==> config.mk <==
export PLATFORM = sky130hd
export DESIGN_NAME = indirect_address_generator
export DESIGN_NICKNAME = d
export VERILOG_FILES = /design/src/logic/indirect_addr_pkg.sv /design/src/logic/index_adder.sv /design/src/logic/indirect_address_generator.sv
export SDC_FILE = /design/constraint.sdc
export NUM_CORES = 1
export LEC_CHECK = 0
export ABC_AREA = 1
export BUFFER_PORTS_ARGS = -buffer_cell sky130_fd_sc_hd__buf_2
export CAP_MARGIN = 20
export CELL_PAD_IN_SITES_DETAIL_PLACEMENT = 2
export CELL_PAD_IN_SITES_GLOBAL_PLACEMENT = 2
export CORE_UTILIZATION = 33
export DETAILED_ROUTE_END_ITERATION = 8
export GPL_TIMING_DRIVEN = 0
export PLACE_DENSITY = 0.84
export SYNTH_ARGS = -nofsm -noshare
export SYNTH_HDL_FRONTEND = slang
export SYNTH_SLANG_ARGS = --single-unit
==> constraint.sdc <==
create_clock -name CLK -period 4.9 [get_ports CLK]
set_clock_uncertainty 0.05 [all_clocks]
set_input_delay 0.98 -clock CLK [delete_from_list [all_inputs] [get_ports CLK]]
set_output_delay 0.98 -clock CLK [all_outputs]
set_load 0.01 [all_outputs]
==> src/logic/indirect_addr_pkg.sv <==
/*
 * Shared constants and types for the indirect operand address generator.
 * Assumes a core with byte-wide memory, 16-bit addresses and 8-bit index registers.
 */
package indirect_addr_pkg;

   // ****************************************
   // widths and reset values
   // ****************************************
   localparam int ADDR_W = 16;
   localparam int DATA_W = 8;
   localparam logic [15:0] ADDR_RESET = 16'h0000;
   localparam logic [7:0] BYTE_RESET = 8'h00;
   localparam logic [7:0] PAGE_ZERO = 8'h00;
   // low byte of a word pointer sits at the next page-zero address
   localparam logic [7:0] PTR_LO_OFFSET = 8'h01;

   // ****************************************
   // modes and operations
   // ****************************************
   typedef enum logic [1:0] {
      MODE_SHORT_IND = 2'b00,
      MODE_LONG_IND = 2'b01,
      MODE_SHORT_IDX = 2'b10,
      MODE_LONG_IDX = 2'b11
   } ind_mode_t;

   typedef enum logic [3:0] {
      OP_LOAD = 4'h0,
      OP_COMPARE = 4'h1,
      OP_AND = 4'h2,
      OP_OR = 4'h3,
      OP_XOR = 4'h4,
      OP_ADD = 4'h5,
      OP_ADD_CARRY = 4'h6,
      OP_SUB = 4'h7,
      OP_SUB_CARRY = 4'h8,
      OP_BIT_COMPARE = 4'h9
   } alu_op_t;

   typedef enum logic [2:0] {
      ST_IDLE = 3'b000,
      ST_PTR_HI = 3'b001,
      ST_PTR_LO = 3'b010,
      ST_OPERAND = 3'b011,
      ST_DONE = 3'b100
   } gen_state_t;

endpackage

==> src/logic/index_adder.sv <==
/*
 * Unsigned pointer-plus-index adder with optional index.
 * Assumes pointer and index are stable while the result is sampled.
 */
`timescale 1ns/10ps
module index_adder import indirect_addr_pkg::*; #(
   parameter int AW = ADDR_W,
   parameter int IW = DATA_W
) (
   // operands
   input wire logic [AW-1:0] pointer,
   input wire logic [IW-1:0] index,
   input wire logic use_index,
   // result
   output logic [AW-1:0] sum
);
   // carry past the top bit wraps in the 64 Kbyte space
   always_comb begin
      if (use_index) begin
         sum = pointer + {{(AW-IW){1'b0}}, index};
      end else begin
         sum = pointer;
      end
   end
endmodule // index_adder

==> src/logic/indirect_address_generator.sv <==
/*
 * Operand address generator for indirect and indirect-indexed modes.
 * Assumes memory shows MEM_RDATA while MEM_RD is high, with no stall, and a
 * decoder on the same clock that holds its request until REQ_READY.
 */
// Contract
// - pointer address byte selects page-zero pointer; operand read via pointer
// - short indirect uses byte pointer; operand address within 00 to FF
// - long modes use word pointer spanning full 64 Kbyte space
// - indexed modes add chosen index register to pointer, unsigned
// - short indexed sum ranges 00 to 1FE, carry reaches upper bit
// - every form carries exactly one byte after opcode: the pointer address
// - accepted for load, compare, logic, add/sub with/without carry, bit-compare
`timescale 1ns/10ps
module indirect_address_generator import indirect_addr_pkg::*; #(
   parameter int AW = ADDR_W,
   parameter int DW = DATA_W
) (
   // clock and reset
   input wire logic CLK,
   input wire logic ARST_N,
   // request from the instruction decoder
   input wire logic REQ_VALID,
   output logic REQ_READY,
   input wire logic [1:0] REQ_MODE,
   input wire logic [3:0] REQ_OP,
   input wire logic [DW-1:0] REQ_PTR_ADDR,
   input wire logic REQ_USE_Y,
   // index registers
   input wire logic [DW-1:0] INDEX_X,
   input wire logic [DW-1:0] INDEX_Y,
   // memory read port
   output logic MEM_RD,
   output logic [AW-1:0] MEM_ADDR,
   input wire logic [DW-1:0] MEM_RDATA,
   // result
   output logic DONE,
   output logic ILLEGAL_OP,
   output logic [AW-1:0] OPERAND_ADDR,
   output logic [DW-1:0] OPERAND_DATA,
   output logic [3:0] DONE_OP
);

   // ****************************************
   // state
   // ****************************************
   gen_state_t state, next_state;
   ind_mode_t mode, next_mode;
   logic [3:0] op, next_op;
   logic [DW-1:0] ptr_addr, next_ptr_addr;
   logic [DW-1:0] index, next_index;
   logic [AW-1:0] pointer, next_pointer;
   logic [AW-1:0] op_addr, next_op_addr;
   logic [DW-1:0] op_data, next_op_data;
   logic rd, next_rd;
   logic [AW-1:0] rd_addr, next_rd_addr;
   logic done, next_done;
   logic illegal, next_illegal;
   logic [AW-1:0] sum;
   logic op_ok;
   logic take;
   logic is_long;
   logic is_indexed;

   assign is_long = (mode == MODE_LONG_IND) || (mode == MODE_LONG_IDX);
   assign is_indexed = (mode == MODE_SHORT_IDX) || (mode == MODE_LONG_IDX);
   assign op_ok = (REQ_OP <= OP_BIT_COMPARE);
   // only taken from idle; a refused op leaves the sequencer idle and ready
   assign take = REQ_VALID && (state == ST_IDLE) && op_ok;

   index_adder #(.AW(AW), .IW(DW)) u_add (
      .pointer(pointer),
      .index(index),
      .use_index(is_indexed),
      .sum(sum)
   );

   // ****************************************
   // sequencer
   // ****************************************
   always_comb begin
      next_state = state;
      next_mode = mode;
      next_op = op;
      next_ptr_addr = ptr_addr;
      next_index = index;
      case (state)
         ST_IDLE: begin
            if (take) begin
               // single byte after opcode is the only operand consumed
               next_ptr_addr = REQ_PTR_ADDR;
               next_mode = ind_mode_t'(REQ_MODE);
               next_op = REQ_OP;
               next_index = REQ_USE_Y ? INDEX_Y : INDEX_X;
               next_state = ST_PTR_HI;
            end
         end
         ST_PTR_HI: begin
            if (is_long) begin
               next_state = ST_PTR_LO;
            end else begin
               next_state = ST_OPERAND;
            end
         end
         ST_PTR_LO: begin
            next_state = ST_OPERAND;
         end
         ST_OPERAND: begin
            next_state = ST_DONE;
         end
         ST_DONE: begin
            next_state = ST_IDLE;
         end
         default: begin
            next_state = ST_IDLE;
         end
      endcase
   end

   always_ff @(posedge CLK or negedge ARST_N) begin
      if (!ARST_N) begin
         state <= ST_IDLE;
         mode <= MODE_SHORT_IND;
         op <= OP_LOAD;
         ptr_addr <= BYTE_RESET;
         index <= BYTE_RESET;
      end else begin
         state <= next_state;
         mode <= next_mode;
         op <= next_op;
         ptr_addr <= next_ptr_addr;
         index <= next_index;
      end
   end

   // ****************************************
   // pointer assembly
   // ****************************************
   always_comb begin
      next_pointer = pointer;
      case (state)
         ST_PTR_HI: begin
            if (is_long) begin
               // first byte of a word pointer is the high half
               next_pointer = {MEM_RDATA, BYTE_RESET};
            end else begin
               next_pointer = {BYTE_RESET, MEM_RDATA};
            end
         end
         ST_PTR_LO: begin
            next_pointer = {pointer[AW-1:DW], MEM_RDATA};
         end
         default: begin
            next_pointer = pointer;
         end
      endcase
   end

   always_ff @(posedge CLK or negedge ARST_N) begin
      if (!ARST_N) begin
         pointer <= ADDR_RESET;
      end else begin
         pointer <= next_pointer;
      end
   end

   // ****************************************
   // memory read port
   // ****************************************
   always_comb begin
      next_rd = 1'b0;
      next_rd_addr = rd_addr;
      case (state)
         ST_IDLE: begin
            if (take) begin
               next_rd = 1'b1;
               next_rd_addr = {PAGE_ZERO, REQ_PTR_ADDR};
            end
         end
         ST_PTR_HI: begin
            if (is_long) begin
               // low byte address wraps inside page zero
               next_rd = 1'b1;
               next_rd_addr = {PAGE_ZERO, ptr_addr + PTR_LO_OFFSET};
            end
         end
         ST_OPERAND: begin
            next_rd = 1'b1;
            next_rd_addr = sum;
         end
         default: begin
            next_rd = 1'b0;
         end
      endcase
   end

   always_ff @(posedge CLK or negedge ARST_N) begin
      if (!ARST_N) begin
         rd <= 1'b0;
         rd_addr <= ADDR_RESET;
      end else begin
         rd <= next_rd;
         rd_addr <= next_rd_addr;
      end
   end

   // ****************************************
   // result
   // ****************************************
   always_comb begin
      next_op_addr = op_addr;
      next_op_data = op_data;
      next_done = 1'b0;
      next_illegal = 1'b0;
      case (state)
         ST_IDLE: begin
            // refused op: one pulse, no read issued
            next_illegal = REQ_VALID && !op_ok;
         end
         ST_OPERAND: begin
            next_op_addr = sum;
         end
         ST_DONE: begin
            next_op_data = MEM_RDATA;
            next_done = 1'b1;
         end
         default: begin
            next_done = 1'b0;
         end
      endcase
   end

   always_ff @(posedge CLK or negedge ARST_N) begin
      if (!ARST_N) begin
         op_addr <= ADDR_RESET;
         op_data <= BYTE_RESET;
         done <= 1'b0;
         illegal <= 1'b0;
      end else begin
         op_addr <= next_op_addr;
         op_data <= next_op_data;
         done <= next_done;
         illegal <= next_illegal;
      end
   end

   // ****************************************
   // outputs
   // ****************************************
   assign REQ_READY = (state == ST_IDLE);
   assign MEM_RD = rd;
   assign MEM_ADDR = rd_addr;
   assign DONE = done;
   assign ILLEGAL_OP = illegal;
   assign OPERAND_ADDR = op_addr;
   assign OPERAND_DATA = op_data;
   assign DONE_OP = op;

endmodule // indirect_address_generator

==> metrics list <==
- Final period demand of the worst path: 2.351 ns
- Setup_tns: 0 ns
- Commonest cells after routing, fill and taps aside: sky130_fd_sc_hd__nand2_1, sky130_fd_sc_hd__buf_2, sky130_fd_sc_hd__dfrtp_1
- The cell count after synthesis came out at 524.
* I/O pins: 90
- Setup repair after global routing left no endpoint under its margin.
- Fill count: 1427
- Run status: completed
- sky130_fd_sc_hd__dfrtp_1 takes more of the synthesized area than any other cell.
- Traced cell by cell, the critical path runs through inv_2 > nand2_1 > nor2_2 > buf_2.
- For the worst setup path, the data required time is 3.87 ns.
* Residual DRC count: 0
- Clock Root Buffer: sky130_fd_sc_hd__clkbuf_16
- For this block, the initial DRC count from the detailed router was 105.
* Via count of the first global-routing pass: 4420
- The area growth from synthesis to layout is 24.37%.
- Post-detailed-route count of antenna-violating nets: 0
* Sinks on the clock net: 84
- Slowest cell on the critical path: sky130_fd_sc_hd__dfrtp_1
- Max rail drop VDD: 0.2257 mV
* # H-tree levels: 3
- The final hold violation count was 0.
- TritonCTS built the clock tree.
- At the end of routability-driven placement, the weighted congestion stood at 0.8916.
* Die ar.: 0.01299 mm2
- Switching part of the total: 44.33%
* Length of the first detailed-routing pass in iterations: 4
- Buffer depth of the longest clock path: 2
- Final HPWL DP: 10880 um
* Post-place setup slack: 2.527 ns
* Global-route wire length before repair: 23310 um
- Class of the most critical setup path: flop to output port
* Combinational share of power: 45.3%
* Worst Hold End: MEM_ADDR[9]$_DFFE_PN0P_
* Hold slack: 0.4281 ns
* N_diodes: 0
- Sorting the synthesized cells by area gives the leading types as sky130_fd_sc_hd__dfrtp_1, sky130_fd_sc_hd__nand2_1, sky130_fd_sc_hd__inv_1.
- Warnings from Yosys: 0
- Largest fanout on the critical path: 4
* Final setup violation count: 0
- Minimum setup slack in the final design: 2.549 ns
* Per-cell via count in the routed design: 4.909
- Synthesis instantiated 27 different standard cells from the library.
- The final layout contains routed wiring with a total length of 14150 um.
- Post-route cell area: 0.005147 mm2
- Measured along the x axis, the die boundary spans 114.0 um.
- Slew Viols, Final: 0
- STA classifies the critical path startpoint as a flop.
* Num CTS Buffers: 9
* Ratio of total power to cell area: 707.3 mW/mm2
- Latest clock arrival within the worst-skew pair: 0.35 ns
- Number of flip-flops and latches in the synthesized netlist: 84
* Mean instance size in the synthesized netlist: 7.899 um2
* Fraction of post-synthesis cell area in the top cell type by area: 50.79%
- The cell area that synthesis handed to floorplanning was 0.004139 mm2.
- Across all layers, the routed design uses 3917 vias.
* Wire length per cell after detailed routing: 17.73 um
- Counting both buffers and inverters, the worst setup path holds a total of 2.
- In the final layout, the share of cells above drive strength 1 is 20.95%.
- Sort of element at the end of the critical path: output port
- R2r endpoint: MEM_ADDR[10]$_DFFE_PN0P_
* Hold WC Path Type: flop to flop
- The worst register-to-register path has a depth of 11.
- FMAX: 425.3 MHz
* Total power: 3641 uW
- DP Area: 0.004825 mm2
* Total of cells resized after clock tree synthesis: 0
- The cell family contributing the most delay on the critical path is flip-flops.
- The multi-input combinational cells in the finished layout cover a total of 0.001674 mm2.
- Clock-pin slew was measured on the worst setup and hold paths at 0.06 ns.
- The initialized floorplan defines 40 standard-cell rows.
* Switch Pwr: 1614 uW
- Transition time of the tightest slew-check pin: 0.5085 ns
- Per report_power, the sequential group accounts for 34.1% of the total.
- Number of input and output port buffers inserted: 89
- Share of the clock period used by the worst path: 47.99%
- The total overflow left after global routing is 0.
- The startpoint identified for the worst hold timing path is MEM_ADDR[9]$_DFFE_PN0P_.
- Initial Utilization: 34.17%
- Stages on the worst setup path: 4
- Syn nets: 576
* Worst Hold Depth: 2
* Register area share after synthesis: 50.79%
- Global routing used 23.83% of the available tracks.
* Most common library cell in the layout ignoring fill and taps: sky130_fd_sc_hd__nand2_1
* Post-CTS Setup Bufs: 0
* FF+latch area: 0.002102 mm2
- Entering global routing, the biggest net connects 49 pins.
- Number of nets in the layout: 677
- Summed over all cells, the static leakage comes to 0.002864 uW.
- Across the run, the number of max-cap violations was 0.
- Relative contribution of the clock network to total power: 20.6%
- In this design, the stage delay of the slowest critical-path cell is 0.37 ns.
- Critical Path AT: 1.32 ns
- CTS Hold Bufs: 0
- Internal power comes to 2027 uW.
* Initial antenna violation count: 0
- The startpoint identified for the worst register-to-register timing path is index[0]$_DFFE_PN0P_.
- In this run the register-to-register setup slack is 2.63 ns.
* Core area: 0.01211 mm2
- Vert. Die Dim: 114.0 um
- Normalized max-slew margin: 66.10%
[stage by stage]
| step | util [%] | std cells |
|---|---|---|
| final | 42.50 | 798 |
| after global routing | 42.50 | 798 |
| after CTS | 42.50 | 798 |
| after detailed placement | 39.83 | 782 |
| after global placement | 39.59 | 781 |
| after floorplan | - | 524 |
[per-layer routing]
metal,share of wire (%),GRT usage (%)
met3,3.2,3.985
met2,52,43.15
met4,2.6,10.48
met5,0,0
met1,42,27.57
[worst register-to-register path: stages (launching register included)]
cell and delay, ns:
sky130_fd_sc_hd__dfrtp_1 0.39, sky130_fd_sc_hd__ha_1 0.20, sky130_fd_sc_hd__inv_1 0.06, sky130_fd_sc_hd__fa_1 0.39, sky130_fd_sc_hd__inv_1 0.12, sky130_fd_sc_hd__nand3_1 0.10, sky130_fd_sc_hd__nand3_1 0.12, sky130_fd_sc_hd__nand2_1 0.07
sky130_fd_sc_hd__nand3_1 0.26, sky130_fd_sc_hd__nand4_1 0.14, sky130_fd_sc_hd__nand3_1 0.17, sky130_fd_sc_hd__nand2_1 0.07
[how the worst max path moves through the flow]
stage,endpoint,startpoint
global route,MEM_ADDR[10]$_DFFE_PN0P_,index[0]$_DFFE_PN0P_
floorplan,ptr_addr[5]$_DFFE_PN0P_,REQ_OP[1]
global placement,ptr_addr[0]$_DFFE_PN0P_,ARST_N
finish,REQ_READY,state[1]$_DFFE_PN0P_
detailed placement,index[1]$_DFFE_PN0P_,REQ_OP[1]
CTS,REQ_READY,state[1]$_DFFE_PN0P_
[cells by family after synthesis]
family / synth area share (%)
buffers and inverters: 8.766
AND/OR/NAND/NOR: 26.69
adder cells (fa/ha/maj): 3.204
flip-flops: 50.79
AO/OA/AOI/OAI: 10.55
[area by class of cell]
class                   instances  area share (%)
multi-input cells             353           32.52
plain buffers                  13           1.556
flip-flops and latches         84           40.84
clock buffers                   9           4.375
repair buffers                 90           9.237
clock inverters                 7           1.896
well taps                     168           4.084
inverters                      74           5.493
[power by group through the flow]
stage                     Sequential (uW)  Combinational [uW]  Clock (uW)
final                                1240                1650         749
after floorplan                      1270                 969           0
after global routing                 1280                1860         791
after detailed placement             1250                1640           0
after global placement               1230                1530           0
after CTS                            1250                1670         763
[synthesized netlist by cell type]
cell / n
sky130_fd_sc_hd__ha_1: 9
sky130_fd_sc_hd__inv_1: 66
sky130_fd_sc_hd__nand2_4: 2
sky130_fd_sc_hd__o211ai_1: 6
sky130_fd_sc_hd__nand4_1: 7
sky130_fd_sc_hd__clkbuf_1: 3
sky130_fd_sc_hd__nand2_1: 184
sky130_fd_sc_hd__clkinv_1: 1
sky130_fd_sc_hd__nand3_2: 1
sky130_fd_sc_hd__fa_1: 1
sky130_fd_sc_hd__or2_2: 2
sky130_fd_sc_hd__dfrtp_1: 84
sky130_fd_sc_hd__inv_2: 5
sky130_fd_sc_hd__nor2_1: 23
sky130_fd_sc_hd__a21oi_1: 18
sky130_fd_sc_hd__o22ai_1: 15
sky130_fd_sc_hd__nand3_4: 1
sky130_fd_sc_hd__o21a_1: 1
sky130_fd_sc_hd__o21ai_1: 2
sky130_fd_sc_hd__buf_2: 7
sky130_fd_sc_hd__nand3b_1: 1
sky130_fd_sc_hd__nor2_2: 3
sky130_fd_sc_hd__nand3_1: 35
sky130_fd_sc_hd__o21ai_0: 38
sky130_fd_sc_hd__inv_4: 2
sky130_fd_sc_hd__buf_6: 3
sky130_fd_sc_hd__nor3_1: 4
[sequential cells by signal, summed over array words and instances (netlist names), 2 cells and up]
register      flops
OPERAND_DATA      8
OPERAND_ADDR     16
pointer          16
DONE_OP           4
mode              2
state             3
MEM_ADDR         16
ptr_addr          8
index             8
Power figures use the tool's default switching activity.
